File: config.mk
export PLATFORM = sky130hd
export DESIGN_NAME = dsf_top
export DESIGN_NICKNAME = d
export VERILOG_FILES = /design/src/hdl/dsf_pkg.sv /design/src/hdl/dsf_top.sv
export SDC_FILE = /design/constraint.sdc
export NUM_CORES = 1
export LEC_CHECK = 0
export BUFFER_PORTS_ARGS = -buffer_cell sky130_fd_sc_hd__clkbuf_2
export CAP_MARGIN = 20
export CELL_PAD_IN_SITES_DETAIL_PLACEMENT = 0
export CELL_PAD_IN_SITES_GLOBAL_PLACEMENT = 1
export CORE_AREA = 5 5 229 231
export CTS_BUF_LIST = sky130_fd_sc_hd__clkbuf_4
export DETAILED_ROUTE_END_ITERATION = 12
export DIE_AREA = 0 0 234 236
export PLACE_DENSITY = 0.69
export SLEW_MARGIN = 20
export SYNTH_ARGS = -nofsm -noshare
export SYNTH_HDL_FRONTEND = slang
export SYNTH_SLANG_ARGS = --single-unit
File: constraint.sdc
create_clock -name pclk -period 3.5 [get_ports pclk]
set_input_delay 0.175 -clock pclk [delete_from_list [all_inputs] [get_ports pclk]]
set_output_delay 0.175 -clock pclk [all_outputs]
set_load 0.02 [all_outputs]
File: src/hdl/dsf_pkg.sv
package dsf_pkg;
  // Clock and timing
  localparam int CLK_NS = 40;
  localparam int FALL_THRU_NS = 215;
  localparam int FALL_THRU_CYC = (FALL_THRU_NS + CLK_NS - 1) / CLK_NS;
  localparam logic [2:0] FALL_THRU_LOAD = 3'(FALL_THRU_CYC - 1);
  localparam int SLICE_SPACE_AVAIL_LOW_NS = 42;
  localparam int SLICE_SPACE_AVAIL_LOW_CYC = (SLICE_SPACE_AVAIL_LOW_NS + CLK_NS - 1) / CLK_NS;
  localparam logic [1:0] SLICE_SPACE_AVAIL_LOW_LOAD = 2'(SLICE_SPACE_AVAIL_LOW_CYC);
  localparam int WOSC_PERIOD_NS = 320;
  localparam int WOSC_HALF_CYC = WOSC_PERIOD_NS / (2 * CLK_NS);
  localparam logic [2:0] WOSC_HALF_LAST = 3'(WOSC_HALF_CYC - 1);

  // FIFO geometry
  localparam int FIFO_DEPTH = 16;
  localparam int FIFO_WIDTH = 20;
  localparam logic [4:0] FIFO_FULL_COUNT = 5'h10;
  localparam int FLAG_TIMING_ERR = 18;

  // Disk word framing
  localparam logic [7:0] SYNC_PATTERN = 8'h6e;
  localparam logic [3:0] WORD_LAST_BIT = 4'hf;
  localparam logic [2:0] OP_WRITE_DATA = 3'h3;

  // Register byte offsets
  localparam logic [7:0] CTRL_OFS = 8'h00;
  localparam logic [7:0] CMD_OFS = 8'h04;
  localparam logic [7:0] STAT_OFS = 8'h08;
  localparam logic [7:0] DATA_OFS = 8'h0c;
  localparam logic [7:0] DRV_OFS = 8'h10;
  localparam logic [7:0] DIRECT_OFS = 8'h14;

  // Control register fields
  localparam int CTRL_DIR_WRITE = 0;
  localparam int CTRL_DIRECT = 1;
  localparam int CTRL_OP_LSB = 5;
  localparam logic [7:0] CTRL_RESET = 8'h00;

  // Command register fields
  localparam int CMD_START = 0;
  localparam int CMD_ABORT = 1;
  localparam int CMD_CLEAR = 2;

  // Status register fields
  localparam int STAT_STARTED = 0;
  localparam int STAT_READ = 1;
  localparam int STAT_SYNC = 2;
  localparam int STAT_WRITE = 3;
  localparam int STAT_SPACE = 4;
  localparam int STAT_WORD = 5;
  localparam int STAT_TIMERR = 6;
  localparam int STAT_START_REQ = 7;
  localparam int STAT_COUNT_LSB = 8;

  // Drive status word bit positions
  localparam int DRV_DRIVE_N_A = 15;
  localparam int DRV_NOT_READY = 14;
  localparam int DRV_WPROT = 13;
  localparam int DRV_WCHECK = 12;
  localparam int DRV_SEEK_INC = 10;
  localparam int DRV_JUMPER_B = 7;
  localparam int DRV_JUMPER_A = 6;
endpackage

File: src/hdl/dsf_top.sv
`timescale 1ns/1ps
module dsf_top (
  input wire logic pclk,
  input wire logic presetn,
  input wire logic psel,
  input wire logic penable,
  input wire logic pwrite,
  input wire logic [7:0] paddr,
  input wire logic [31:0] pwdata,
  output logic [31:0] prdata,
  output logic pready,
  output logic pslverr,
  input wire logic rd_clk_in,
  input wire logic rd_data_in,
  input wire logic int_reset_in,
  input wire logic drive_n_a,
  input wire logic drive_not_ready_n,
  input wire logic write_protect_n,
  input wire logic write_check_n,
  input wire logic seek_incomplete_n,
  input wire logic reverse_jumper_a_n,
  input wire logic reverse_jumper_b_n,
  input wire logic [4:0] sector_addr_n,
  output logic wr_clk_out,
  output logic wr_data_out,
  output logic crc_check_en
);

  function automatic logic reg_mapped(input logic [7:0] a);
    reg_mapped = (a == dsf_pkg::CTRL_OFS) || (a == dsf_pkg::CMD_OFS) ||
      (a == dsf_pkg::STAT_OFS) || (a == dsf_pkg::DATA_OFS) ||
      (a == dsf_pkg::DRV_OFS) || (a == dsf_pkg::DIRECT_OFS);
  endfunction

  function automatic logic all_ready(input logic [3:0] s);
    all_ready = &s;
  endfunction

  // Pin synchronisers
  logic [1:0] rd_clk_s;
  logic [1:0] rd_dat_s;
  logic [1:0] irst_s;
  logic [11:0] drv_s1;
  logic [11:0] drv_s2;
  always_ff @(posedge pclk or negedge presetn)
  begin
    if (!presetn)
    begin
      rd_clk_s <= 2'h0;
      rd_dat_s <= 2'h0;
      irst_s <= 2'h0;
      drv_s1 <= 12'hfff;
      drv_s2 <= 12'hfff;
    end
    else
    begin
      rd_clk_s <= {rd_clk_s[0], rd_clk_in};
      rd_dat_s <= {rd_dat_s[0], rd_data_in};
      irst_s <= {irst_s[0], int_reset_in};
      drv_s1 <= {drive_n_a, drive_not_ready_n, write_protect_n, write_check_n,
        seek_incomplete_n, reverse_jumper_b_n, reverse_jumper_a_n, sector_addr_n};
      drv_s2 <= drv_s1;
    end
  end

  // APB access decode
  logic apb_wr;
  logic apb_rd;
  assign apb_wr = psel & penable & pwrite;
  assign apb_rd = psel & penable & ~pwrite;
  assign pready = 1'b1;
  assign pslverr = psel & penable & ~reg_mapped(paddr);

  logic [7:0] ctrl;
  logic xfer_dir_write;
  logic direct_mode_n;
  logic [2:0] operation_register;
  assign xfer_dir_write = ctrl[dsf_pkg::CTRL_DIR_WRITE];
  assign direct_mode_n = ~ctrl[dsf_pkg::CTRL_DIRECT];
  assign operation_register = ctrl[dsf_pkg::CTRL_OP_LSB +: 3];
  logic op_is_write_data;
  assign op_is_write_data = operation_register == dsf_pkg::OP_WRITE_DATA;

  // Direction is software-held, so a write-data op does not read the header first
  always_ff @(posedge pclk or negedge presetn)
  begin
    if (!presetn)
      ctrl <= dsf_pkg::CTRL_RESET;
    else if (apb_wr && paddr == dsf_pkg::CTRL_OFS)
      ctrl <= pwdata[7:0];
  end

  logic cmd_wr;
  logic start_xfer_pulse_n;
  logic xfer_abort_n;
  logic controller_clear_n;
  logic xfer_logic_reset_n;
  assign cmd_wr = apb_wr && paddr == dsf_pkg::CMD_OFS;
  assign start_xfer_pulse_n = ~(cmd_wr & pwdata[dsf_pkg::CMD_START]);
  assign xfer_abort_n = ~(cmd_wr & pwdata[dsf_pkg::CMD_ABORT]);
  assign controller_clear_n = ~(cmd_wr & pwdata[dsf_pkg::CMD_CLEAR]);
  assign xfer_logic_reset_n = xfer_abort_n & controller_clear_n & ~irst_s[1];

  // Write oscillator
  logic [2:0] wosc_cnt;
  always_ff @(posedge pclk or negedge presetn)
  begin
    if (!presetn)
    begin
      wosc_cnt <= 3'h0;
      wr_clk_out <= 1'b0;
    end
    else if (wosc_cnt == dsf_pkg::WOSC_HALF_LAST)
    begin
      wosc_cnt <= 3'h0;
      wr_clk_out <= ~wr_clk_out;
    end
    else
      wosc_cnt <= wosc_cnt + 3'h1;
  end

  // Disk bit clock and its leading edge
  logic disk_bit_clock_n;
  logic disk_bit_clock_n_n_q;
  logic dtick;
  assign disk_bit_clock_n = xfer_dir_write ? ~wr_clk_out : ~rd_clk_s[1];
  always_ff @(posedge pclk or negedge presetn)
  begin
    if (!presetn)
      disk_bit_clock_n_n_q <= 1'b1;
    else
      disk_bit_clock_n_n_q <= disk_bit_clock_n;
  end
  assign dtick = disk_bit_clock_n_n_q & ~disk_bit_clock_n;

  // Transfer control flops
  logic start_request;
  logic xfer_started;
  logic write_active;
  logic sync_found;
  logic read_active;
  logic read_active_n;
  logic sync_pattern_seen_n;
  assign read_active_n = ~read_active;
  always_ff @(posedge pclk or negedge presetn)
  begin
    if (!presetn)
    begin
      start_request <= 1'b0;
      xfer_started <= 1'b0;
      write_active <= 1'b0;
      sync_found <= 1'b0;
      read_active <= 1'b0;
    end
    else if (!xfer_logic_reset_n)
    begin
      start_request <= 1'b0;
      xfer_started <= 1'b0;
      write_active <= 1'b0;
      sync_found <= 1'b0;
      read_active <= 1'b0;
    end
    else
    begin
      if (!start_xfer_pulse_n)
        start_request <= 1'b1;
      if (dtick)
      begin
        xfer_started <= start_request;
        if (start_request && xfer_started && xfer_dir_write)
          write_active <= 1'b1;
        if (xfer_started && !xfer_dir_write && !sync_pattern_seen_n)
          sync_found <= 1'b1;
        if (sync_found && !xfer_dir_write)
          read_active <= 1'b1;
      end
    end
  end
  assign crc_check_en = sync_found;

  // Bit counter
  logic [3:0] bit_cnt;
  logic bit_counter_clear_n;
  logic word_boundary;
  assign bit_counter_clear_n = write_active | ~read_active_n;
  assign word_boundary = bit_cnt == dsf_pkg::WORD_LAST_BIT;
  always_ff @(posedge pclk or negedge presetn)
  begin
    if (!presetn)
      bit_cnt <= 4'h0;
    else if (!bit_counter_clear_n)
      bit_cnt <= 4'h0;
    else if (dtick)
      bit_cnt <= bit_cnt + 4'h1;
  end

  // Read deserialiser and sync detect
  logic [15:0] des;
  logic [15:0] next_des;
  logic disk_push;
  assign next_des = {des[14:0], rd_dat_s[1]};
  assign sync_pattern_seen_n = ~(des[7:0] == dsf_pkg::SYNC_PATTERN);
  assign disk_push = dtick & read_active & word_boundary;
  always_ff @(posedge pclk or negedge presetn)
  begin
    if (!presetn)
      des <= 16'h0000;
    else if (dtick && xfer_started && !xfer_dir_write)
      des <= next_des;
  end

  // FIFO state
  logic [dsf_pkg::FIFO_WIDTH-1:0] mem [dsf_pkg::FIFO_DEPTH];
  logic [3:0] wp;
  logic [3:0] rp;
  logic [4:0] count;
  logic [2:0] ft_cnt;
  logic [1:0] space_hold;
  logic pop_hold;
  logic [3:0] slice_space_avail;
  logic [3:0] slice_word_avail;
  logic fifo_space_avail_n;
  logic fifo_word_avail_n;
  assign slice_space_avail = {4{count != dsf_pkg::FIFO_FULL_COUNT && space_hold == 2'h0}};
  assign slice_word_avail = {4{count != 5'h00 && ft_cnt == 3'h0 && !pop_hold}};
  assign fifo_space_avail_n = ~all_ready(slice_space_avail);
  assign fifo_word_avail_n = ~all_ready(slice_word_avail);

  // Serialiser
  logic serialiser_load_n;
  logic [15:0] ser;
  assign serialiser_load_n = ~(dtick & xfer_dir_write &
    ((start_request & ~xfer_started) | (write_active & word_boundary)));
  always_ff @(posedge pclk or negedge presetn)
  begin
    if (!presetn)
    begin
      ser <= 16'h0000;
      wr_data_out <= 1'b0;
    end
    else
    begin
      // Load tick still sends the last bit of the old word
      if (dtick && write_active)
        wr_data_out <= ser[15];
      if (!serialiser_load_n)
        ser <= fifo_word_avail_n ? 16'h0000 : mem[rp][15:0];
      else if (dtick && write_active)
        ser <= {ser[14:0], 1'b0};
    end
  end

  // Push and pop sources by direction
  logic apb_data_wr;
  logic apb_data_rd;
  logic push_req;
  logic pop_req;
  logic fifo_push;
  logic fifo_pop;
  logic fifo_timing_error;
  logic [dsf_pkg::FIFO_WIDTH-1:0] fifo_in_bits;
  assign apb_data_wr = apb_wr && paddr == dsf_pkg::DATA_OFS;
  assign apb_data_rd = apb_rd && paddr == dsf_pkg::DATA_OFS;
  assign push_req = xfer_dir_write ? apb_data_wr : disk_push;
  assign pop_req = xfer_dir_write ? ~serialiser_load_n : apb_data_rd;
  assign fifo_push = push_req & direct_mode_n & ~fifo_space_avail_n;
  assign fifo_pop = pop_req & ~fifo_word_avail_n;
  assign fifo_in_bits = xfer_dir_write ? pwdata[dsf_pkg::FIFO_WIDTH-1:0] :
    {1'b0, fifo_timing_error, 2'b00, next_des};

  always_ff @(posedge pclk)
  begin
    if (fifo_push)
      mem[wp] <= fifo_in_bits;
  end

  // Clear resets pointers, count and flag timers; storage keeps stale words
  always_ff @(posedge pclk or negedge presetn)
  begin
    if (!presetn)
    begin
      wp <= 4'h0;
      rp <= 4'h0;
      count <= 5'h00;
      ft_cnt <= 3'h0;
      space_hold <= 2'h0;
      pop_hold <= 1'b0;
    end
    else if (!controller_clear_n)
    begin
      wp <= 4'h0;
      rp <= 4'h0;
      count <= 5'h00;
      ft_cnt <= 3'h0;
      space_hold <= 2'h0;
      pop_hold <= 1'b0;
    end
    else
    begin
      if (fifo_push)
        wp <= wp + 4'h1;
      if (fifo_pop)
        rp <= rp + 4'h1;
      count <= count + {4'h0, fifo_push} - {4'h0, fifo_pop};
      pop_hold <= fifo_pop;
      if (fifo_push)
        space_hold <= dsf_pkg::SLICE_SPACE_AVAIL_LOW_LOAD - 2'h1;
      else if (space_hold != 2'h0)
        space_hold <= space_hold - 2'h1;
      if (fifo_push && count == 5'h00)
        ft_cnt <= dsf_pkg::FALL_THRU_LOAD;
      else if (ft_cnt != 3'h0)
        ft_cnt <= ft_cnt - 3'h1;
    end
  end

  // Timing error; a set in the clearing cycle wins
  logic terr_set;
  assign terr_set = (!xfer_dir_write && push_req && fifo_space_avail_n) ||
    (xfer_dir_write && !serialiser_load_n && fifo_word_avail_n);
  always_ff @(posedge pclk or negedge presetn)
  begin
    if (!presetn)
      fifo_timing_error <= 1'b0;
    else if (terr_set)
      fifo_timing_error <= 1'b1;
    else if (!xfer_logic_reset_n)
      fifo_timing_error <= 1'b0;
  end

  // Direct read register follows every disk word, whatever the mode
  logic [15:0] direct_word;
  always_ff @(posedge pclk or negedge presetn)
  begin
    if (!presetn)
      direct_word <= 16'h0000;
    else if (disk_push)
      direct_word <= next_des;
  end

  // Disk-side status into software view
  logic [2:0] st_s1;
  logic [2:0] st_s2;
  always_ff @(posedge pclk or negedge presetn)
  begin
    if (!presetn)
    begin
      st_s1 <= 3'h0;
      st_s2 <= 3'h0;
    end
    else
    begin
      st_s1 <= {sync_found, ~read_active_n, xfer_started};
      st_s2 <= st_s1;
    end
  end

  logic [31:0] stat_word;
  logic [31:0] drv_word;
  always_comb
  begin
    stat_word = 32'h0;
    stat_word[dsf_pkg::STAT_STARTED] = st_s2[0];
    stat_word[dsf_pkg::STAT_READ] = st_s2[1];
    stat_word[dsf_pkg::STAT_SYNC] = st_s2[2];
    stat_word[dsf_pkg::STAT_WRITE] = write_active;
    stat_word[dsf_pkg::STAT_SPACE] = ~fifo_space_avail_n;
    stat_word[dsf_pkg::STAT_WORD] = ~fifo_word_avail_n;
    stat_word[dsf_pkg::STAT_TIMERR] = fifo_timing_error;
    stat_word[dsf_pkg::STAT_START_REQ] = start_request;
    stat_word[dsf_pkg::STAT_COUNT_LSB +: 5] = count;
    drv_word = 32'h0;
    drv_word[dsf_pkg::DRV_DRIVE_N_A] = ~drv_s2[11];
    drv_word[dsf_pkg::DRV_NOT_READY] = ~drv_s2[10];
    drv_word[dsf_pkg::DRV_WPROT] = ~drv_s2[9];
    drv_word[dsf_pkg::DRV_WCHECK] = ~drv_s2[8];
    drv_word[dsf_pkg::DRV_SEEK_INC] = ~drv_s2[7];
    drv_word[dsf_pkg::DRV_JUMPER_B] = ~drv_s2[6];
    drv_word[dsf_pkg::DRV_JUMPER_A] = ~drv_s2[5];
    drv_word[4:0] = ~drv_s2[4:0];
  end

  // Read data captured in setup phase
  always_ff @(posedge pclk or negedge presetn)
  begin
    if (!presetn)
      prdata <= 32'h0;
    else if (psel && !penable && !pwrite)
    begin
      case (paddr)
        dsf_pkg::CTRL_OFS: prdata <= {24'h0, ctrl};
        dsf_pkg::STAT_OFS: prdata <= stat_word;
        dsf_pkg::DATA_OFS: prdata <= {12'h0, mem[rp]};
        dsf_pkg::DRV_OFS: prdata <= drv_word;
        dsf_pkg::DIRECT_OFS: prdata <= {16'h0, direct_word};
        default: prdata <= 32'h0;
      endcase
    end
  end
endmodule

==> impl_metrics.json, run 1 <==
{
  "outcome": "completed",
  "fmax_mhz": 328,
  "first_pass_iters": 5,
  "setup_violations": 0,
  "area_delta_synth_final_pct": 18.1,
  "num-nets-final": 1400,
  "place_hpwl_um": 28500,
  "crit_end": "count[4]",
  "cts.htree.levels": 3,
  "peakVddDrop_mv": 0.191,
  "grt_max_degree": 61,
  "hold_path_depth": 4,
  "hp-class": "in -> reg",
  "hold_viol": 0,
  "drt_wl_total_um": 45400,
  "cts_buffers": 112,
  "tns_ns": 0,
  "rr_endpoint": "count[4]",
  "wl_per_cell_um": 21.8,
  "synthMuxAreaShare_pct": 15.3,
  "antenna_left": 0,
  "drive_above_1_share_pct": 33.9,
  "drt_iter0_drc": 746,
  "grt_pass1_vias": 11100,
  "synthDistinctLibCells": 71,
  "drv_slew": 0,
  "synthCells": 1073,
  "grt.overflow.total": 0,
  "startpoint_type": "flop",
  "die_width_um": 234,
  "rsz0062_at_grt": "no",
  "pin_count": 97,
  "crit_fanout": 5,
  "drc_errors": 0,
  "synth_edf_count": 320,
  "clockBufferDepth": 3,
  "grt_pass1_wl_um": 68100,
  "critPathLaunch": "count[2]",
  "synthXorXnorAreaFrac_pct": 0.649,
  "p_leak_nw": 9.27,
  "cellPowerDensity_nw_per_um2": 490,
  "ys_warn_count": 0,
  "worst_pin_slew_ns": 0.862,
  "core_sq_um": 49900,
  "vias_per_cell": 5.15,
  "die-area_sq_um": 55200,
  "synth_compound_gate_area_share_pct": 5.14,
  "mostFrequentLayoutCell": "edfxtp_1",
  "synth_flop_cell": "edfxtp_1",
  "slew_headroom_pct": 42.4,
  "portBuffers": 71,
  "clkLatencyLatePin_ns": 0.79,
  "synth_seq_cells": 466,
  "finalClockSkew_ns": 0.0455,
  "clockRootBuffer": "clkbuf_4",
  "grt_usage_pct": 16.4,
  "final_cells": 2083,
  "rows": 82,
  "ys_seq_area_share_pct": 70.4,
  "worstRegToRegCells": 14,
  "syn_area_sq_um": 18900,
  "cts_tree": "built",
  "post_synth_and_or_nand_nor_area_fraction_pct": 4.91,
  "final_cell_mix": "edfxtp_1 (320), clkbuf_4 (174), dfrtp_1 (118)",
  "critPathCaptureType": "flop",
  "initial_core_util_pct": 37.9,
  "finalCritPeriodShare_pct": 87.2,
  "synthArstFlopShare_pct": 31.3,
  "required_ns": 4.20,
  "cap_violations": 0,
  "cts.sinks": 466,
  "routed-via-count": 10700,
  "fill_cells": 4434,
  "crit_type": "reg -> reg",
  "path_clk_slew_ns": 0.06,
  "synth_top_family_by_area": "multiplexers",
  "die_h_um": 236,
  "r2r-start": "count[2]",
  "gp_congestion": 0.790,
  "r2r_slack_ns": 0.45,
  "layout_min_cycle_time_ns": 3.05,
  "synth_area_per_cell_sq_um": 17.6,
  "placed_cells": 1822,
  "synthAdderAreaFrac_pct": 1.10,
  "worstPathArrival_ns": 3.76,
  "antenna_found_initial": 2
}
timing repair:
action / 4_1_cts / 5_1_grt
hold buffers: 60 / 0
resized for setup: 0 / 0
buffers inserted: 0 / 0
endpoints found under the hold margin: 469 / 0
worst max-delay path, stage by stage, from the launching register on:
cell     delay [ns]
dfrtp_1        0.40
inv_1          0.09
ha_1           0.17
nor4b_1        0.48
or3_1          0.31
a21oi_1        0.13
xor2_1         0.19
ha_1           0.21
inv_1          0.07
fa_1           0.20
inv_1          0.05
a21oi_1        0.13
nor2_1         0.07
or3_1          0.34
a21oi_1        0.14
Yosys cell counts (all sizes together) (17+ instances only):
cell type  number  area share (%)
a21oi          18            0.48
a221oi         17            0.82
buf            47             1.7
dfrtp         121              16
dfstp          25             3.5
edfxtp        320              51
inv            21            0.42
mux2           59             3.5
mux2i          68             3.6
mux4           69             8.2
nand2          47            0.96
nor2           44            0.89
o21ai          24            0.64
how the worst min path moves through the flow:
| stage | from | to | slack [ns] |
|---|---|---|---|
| floorplan | presetn | bit_cnt[0] | -0.12 |
| global placement | sector_addr_n[1] | drv_s1[1] | 0.27 |
| detailed placement | reverse_jumper_a_n | drv_s1[5] | 0.26 |
| CTS | paddr[3] | prdata[12] | 0.02 |
| global route | paddr[3] | prdata[12] | 0.11 |
| finish | paddr[3] | prdata[12] | 0.12 |
through the flow:
step	setup slack, ns	total power [mW]	cell area (sq um)	hold slack [ns]	utilization (%)
final	0.447	10.9	22300	0.116	44.8
after detailed placement	0.466	6.66	20300	0.264	40.7
after global placement	0.495	6.65	20300	0.266	40.7
after floorplan	0.680	6.48	18900	-0.121	-
after CTS	0.460	11.1	22300	0.0214	44.7
after global routing	0.245	11.5	22300	0.115	44.8
metal layers:
metal	vias to the layer above	track usage [%]	wire, um	part of all wire [%]
li1	4774	-	-	-
met1	5532	22.3	19700	43
met2	351	26.5	22200	49
met3	62	3.08	2600	5.7
met4	0	5.78	967	2.1
met5	-	0	0	0
final cells by class:
class | count | area [sq um] | area share, %
sequential | 466 | 13300 | 59.6
clock inverter | 25 | 104 | 0.465
multi-input combinational | 535 | 5210 | 23.4
clock buffer | 174 | 1310 | 5.85
timing repair buffer | 188 | 1470 | 6.59
inverter | 21 | 78.8 | 0.353
antenna | 2 | 5.00 | 0.0224
tap | 672 | 841 | 3.77
state kept, by name, indices dropped and copies added (netlist names), 5 cells and up:
name         cells
mem            320
prdata          20
direct_word     16
ser             16
des             15
drv_s1          12
drv_s2          12
ctrl             8
count            5
report_power, final:
part / internal, mW / switching [mW]
Clock: 2.25 / 2.08
Combinational: 0.273 / 0.338
Sequential: 5.94 / 0.0532
Total: 8.46 / 2.47
logic make-up (layout without fill, tap and decap cells):
family | Yosys count | count (layout)
buffers and inverters | 83 | 408
multiplexers | 196 | 196
other | 2 | 15
AND/OR/NAND/NOR | 168 | 168
XOR/XNOR | 14 | 14
adder cells (fa/ha/maj) | 16 | 16
flip-flops | 466 | 466
AO/OA/AOI/OAI | 128 | 128
Note: power is estimated with default switching activity, not from simulation.
==> inputs of run 2 (changes only) <==
CTS_BUF_LIST = unset   (was sky130_fd_sc_hd__clkbuf_4)
==> run 2 against run 1 <==
Largest cell class unchanged. Critical path type unchanged. Sequential power barely moved. Clock skew decreased by 0.020 ns. Sequential share of layout area increased by 0.71 points.
==> impl_metrics.json, run 2 (synthesized netlist as in run 1, its figures left out) <==
{
  "area_delta_synth_final_pct": 16.7,
  "setup_violations": 0,
  "antenna_found_initial": 1,
  "drc_errors": 0,
  "outcome": "completed",
  "grt_pass1_vias": 10300,
  "place_hpwl_um": 28500,
  "grt_pass1_wl_um": 66100,
  "cts.sinks": 466,
  "die-area_sq_um": 55200,
  "layout_setup_ws_ns": 0.436,
  "num-nets-final": 1299,
  "pin_count": 97,
  "min_to": "mem[12][18]",
  "critPathCaptureType": "flop",
  "peakVddDrop_mv": 0.281,
  "critPathTopFamily": "simple AND/OR/NAND/NOR gates",
  "finalCritPeriodShare_pct": 87.5,
  "drt_iter0_drc": 787,
  "slew_headroom_pct": 43.1,
  "rows": 82,
  "max_stage_delay_ns": 0.48,
  "cts_tree": "built",
  "worstRegToRegCells": 14,
  "drt_wl_total_um": 44200,
  "path_clk_slew_ns": 0.06,
  "dp_slack_ns": 0.466,
  "hold_path_depth": 4,
  "largest_reg_flops": 320,
  "grt_usage_pct": 15.9,
  "cts.htree.levels": 2,
  "tns_ns": 0,
  "mostFrequentLayoutCell": "edfxtp_1",
  "rsz0062_at_grt": "no",
  "hold_viol": 0,
  "vias_per_cell": 5.27,
  "cap_violations": 0,
  "slowest_stage": "nor4b_1",
  "grt.overflow.total": 0,
  "postCtsSetupBuffers": 0,
  "grt_max_degree": 88,
  "path_buf_inv": 3,
  "cts_buffers": 47,
  "initial_core_util_pct": 37.9,
  "portBuffers": 71,
  "drive_above_1_share_pct": 29.2,
  "cellPowerDensity_nw_per_um2": 521,
  "cts_resized": 0,
  "worstPathArrival_ns": 3.53,
  "r2r-start": "count[3]",
  "core_sq_um": 49900,
  "power.total_mw": 11.5,
  "crit_fanout": 5,
  "worst_pin_slew_ns": 0.851,
  "r2r_slack_ns": 0.44,
  "startpoint_type": "flop",
  "first_pass_iters": 5,
  "min_from": "pwdata[18]",
  "rr_endpoint": "count[4]",
  "die_width_um": 234,
  "crit_type": "reg -> reg",
  "cts_hold_buf": 24,
  "fmax_mhz": 326,
  "finalClockSkew_ns": 0.0255,
  "diodes": 0,
  "layout_min_cycle_time_ns": 3.06,
  "drv_slew": 0,
  "antenna_left": 0,
  "top_register": "mem",
  "die_h_um": 236,
  "crit_chain": "inv_1 > ha_1 > nor4b_1 > or3_1 > a21oi_1 > xor2_1 > ha_1 > inv_1 > fa_1 > inv_1 > a21oi_1 > nor2_1 > or3_1 > a21oi_1",
  "required_ns": 3.97,
  "clockBufferDepth": 3,
  "hp-class": "in -> reg",
  "final_cell_mix": "edfxtp_1 (320), dfrtp_1 (118), clkbuf_2 (70)",
  "p_leak_nw": 9.00,
  "wl_per_cell_um": 22.9,
  "top_regs": "mem x320, prdata x20",
  "clockRootBuffer": "clkbuf_16",
  "clkLatencyLatePin_ns": 0.57,
  "gp_congestion": 0.790,
  "routed-via-count": 10200
}
==> run 2: cell count changes in the layout (fill, tap and decap cells not counted), sizes merged <==
| cell | previous run | this run |
|---|---|---|
| clkinvlp | 1 | 5 |
| buf | 59 | 58 |
| clkinv | 22 | 20 |
| inv | 23 | 22 |
| dlygate4sd3 | 59 | 24 |
| clkbuf | 244 | 128 |
| bufinv | 0 | 4 |
| diode | 2 | 0 |
==> run 2: tightest hold or removal path: cells and delay by family <==
family | cells | cell delay [ns]
simple gates | 1 | 0.05
buf+inv | 2 | 0.28
compound gates | 1 | 0.06
==> run 2: report_power, final <==
part	switching, mW	leakage [nW]	total, mW	internal (mW)
Combinational	0.330	2.94	0.575	0.245
Sequential	0.0531	5.32	6.00	5.94
Clock	2.06	0.744	4.92	2.86
==> run 2: cell type report <==
class,count,area [sq um]
fillers,4376,27800
flip-flops and latches,466,13300
multi-input cells,535,5210
clock buffers,58,1260
repair buffers,152,1090
well taps,672,841
clock inverters,30,270
inverters,21,78.8
==> run 2: per-stage QoR <==
step | cells | instance area, sq um | utilization, % | hold WS, ns
4_1_cts | 1934 | 22100 | 44.2 | 0.117
2_1_floorplan | 1084 | 18900 | - | -0.121
6_report | 1934 | 22100 | 44.2 | 0.135
5_1_grt | 1934 | 22100 | 44.2 | 0.151
3_5_place_dp | 1822 | 20300 | 40.7 | 0.264
3_3_place_gp | 1822 | 20300 | 40.7 | 0.266
==> run 2: worst max-delay path by stage <==
stage          slack (ns)         end  depth (start not counted)            startpoint
2_1_floorplan        0.68  mem[12][0]                          6  disk_bit_clock_n_n_q
3_3_place_gp         0.49    count[4]                         14              count[3]
3_5_place_dp         0.47    count[4]                         14              count[3]
4_1_cts              0.46    count[4]                         14              count[3]
5_1_grt              0.25    count[4]                         14              count[2]
6_report             0.44    count[4]                         14              count[3]
==> run 2: routing by layer <==
metal  part of all wire [%]  up-vias  global-route usage [%]  routed length, um
li1                       -     4516                       -                  -
met1                     44     5373                    22.5              19600
met2                     49      262                    25.8              21500
met3                    5.1       42                    2.61               2270
met4                    1.8        0                    3.72                809
met5                      0        -                       0                  0
==> inputs of run 3 (changes only) <==
clock period = 3.94 ns   (was 3.5 ns; I/O delays follow)
==> run 3 against run 2 <==
Final cell count decreased by 0.93%. Sequential power decreased by 11%. Highest routed layer is now met5. Largest power group unchanged. Critical path type unchanged. Die area is the same.
==> impl_metrics.json, run 3 (synthesized netlist as in run 1, its figures left out) <==
{
  "outcome": "completed",
  "max_stage_delay_ns": 0.78,
  "crit_type": "reg -> reg",
  "largest_reg_flops": 320,
  "diodes": 0,
  "grt.overflow.total": 0,
  "rows": 82,
  "antenna_left": 0,
  "top_regs": "mem x320, prdata x20",
  "wl_per_cell_um": 23.4,
  "first_pass_iters": 6,
  "drt_iter0_drc": 891,
  "initial_core_util_pct": 37.9,
  "place_area_sq_um": 20200,
  "drt_wl_total_um": 44800,
  "die-area_sq_um": 55200,
  "startpoint_type": "flop",
  "drv_slew": 0,
  "final_cell_mix": "edfxtp_1 (320), dfrtp_1 (118), clkbuf_2 (70)",
  "cts_buffers": 47,
  "path_buf_inv": 3,
  "gp_congestion": 0.812,
  "finalClockSkew_ns": 0.0116,
  "slew_headroom_pct": 24.2,
  "hp-class": "in -> reg",
  "pin_count": 97,
  "clockRootBuffer": "clkbuf_16",
  "grt_pass1_vias": 10400,
  "clkLatencyLatePin_ns": 0.58,
  "drive_above_1_share_pct": 27.3,
  "routed-via-count": 10200,
  "mostFrequentLayoutCell": "edfxtp_1",
  "portBuffers": 71,
  "die_width_um": 234,
  "setup_violations": 0,
  "critPathCaptureType": "flop",
  "cts_tree": "built",
  "cap_violations": 0,
  "vias_per_cell": 5.33,
  "path_clk_slew_ns": 0.06,
  "die_h_um": 236,
  "fmax_mhz": 311,
  "core_sq_um": 49900,
  "slowest_stage": "nor4bb_1",
  "top_register": "mem",
  "peakVddDrop_mv": 0.348,
  "worst_pin_slew_ns": 1.13,
  "grt_max_degree": 80,
  "p_leak_nw": 8.86,
  "finalCritPeriodShare_pct": 81.6,
  "cellPowerDensity_nw_per_um2": 456,
  "hold_viol": 0,
  "grt_pass1_wl_um": 66900,
  "cts.htree.levels": 2,
  "crit_fanout": 7,
  "grt_usage_pct": 16.2,
  "worst_path_most_repeated_cell": "inv_1",
  "critPathTopFamily": "simple AND/OR/NAND/NOR gates",
  "final_area_sq_um": 21900,
  "num-nets-final": 1283,
  "drc_errors": 0,
  "cts.sinks": 466,
  "layout_min_cycle_time_ns": 3.21,
  "rsz0062_at_grt": "no",
  "worstPathArrival_ns": 3.71,
  "crit_chain": "inv_1 > ha_1 > nor4bb_1 > a2111oi_4 > xor2_1 > ha_1 > inv_1 > fa_1 > inv_1 > a21oi_1 > nor2_1 > or3_1 > a21oi_1",
  "place_hpwl_um": 27800,
  "tns_ns": 0,
  "required_ns": 4.43,
  "area_delta_synth_final_pct": 15.7,
  "antenna_found_initial": 2,
  "clockBufferDepth": 3
}
-- run 3: cell count changes in the layout (fill, tap and decap cells not counted) --
| cell | delta |
|---|---|
| buf_12 | +3 |
| buf_4 | -19 |
| bufinv_16 | -3 |
| clkbuf_1 | +11 |
| clkbuf_8 | -1 |
| clkinv_1 | -1 |
| clkinv_2 | -4 |
| clkinvlp_4 | -4 |
-- run 3: worst paths after layout --
check,start,endpoint,slack (ns),cells after the start
worst min-delay path,pwdata[18],mem[0][18],0.14,4
worst max-delay path,count[2],count[4],0.73,13
worst max register to register,count[2],count[4],0.73,13
max in group asynchronous,presetn,drv_s2[3],2.90,3
min in group asynchronous,presetn,prdata[19],0.17,2
worst min register to register,st_s1[0],st_s2[0],0.35,0
-- run 3: final cells by class --
class,count,area (sq um)
Multi-Input combinational cell,535,5210
Clock inverter,18,126
Clock buffer,68,1290
Inverter,21,78.8
Fill cell,4404,28000
Sequential cell,466,13300
Tap cell,672,841
Timing Repair Buffer,136,1010
-- run 3: report_power, final --
group	total, mW	internal (mW)	switching [mW]
Clock	4.14	2.34	1.80
Combinational	0.503	0.212	0.291
Sequential	5.33	5.28	0.0502
-- run 3: metal layers --
| metal | GRT usage, % | vias up | share of wire [%] | wire length (um) |
|---|---|---|---|---|
| li1 | - | 4475 | - | - |
| met4 | 4.36 | 2 | 2.2 | 989 |
| met5 | 0 | - | 0.016 | 7 |
| met3 | 2.95 | 68 | 5.5 | 2480 |
| met2 | 26.0 | 286 | 47 | 21200 |
| met1 | 22.9 | 5378 | 45 | 20100 |
-- run 3: tightest hold or removal path, stage by stage --
cell and delay, ns:
clkbuf_2 0.08, nand2_1 0.04, o21ai_0 0.07, buf_4 0.20
-- run 3: metrics by stage --
stage | utilization, % | setup slack [ns] | total power, mW | hold slack (ns) | cells
detailed placement | 40.5 | 0.687 | 5.92 | 0.238 | 1806
floorplan | - | 1.12 | 5.75 | -0.0986 | 1084
CTS | 43.8 | 0.659 | 10.1 | 0.0944 | 1916
global placement | 40.5 | 0.660 | 5.91 | 0.238 | 1806
finish | 43.8 | 0.727 | 9.97 | 0.139 | 1916
global route | 43.8 | 0.445 | 10.4 | 0.161 | 1916
-- run 3: repair_timing --
item	CTS	global route
hold endpoints to repair	90	0
buffers inserted	0	0
hold buffers	24	0
gates resized for setup	0	0
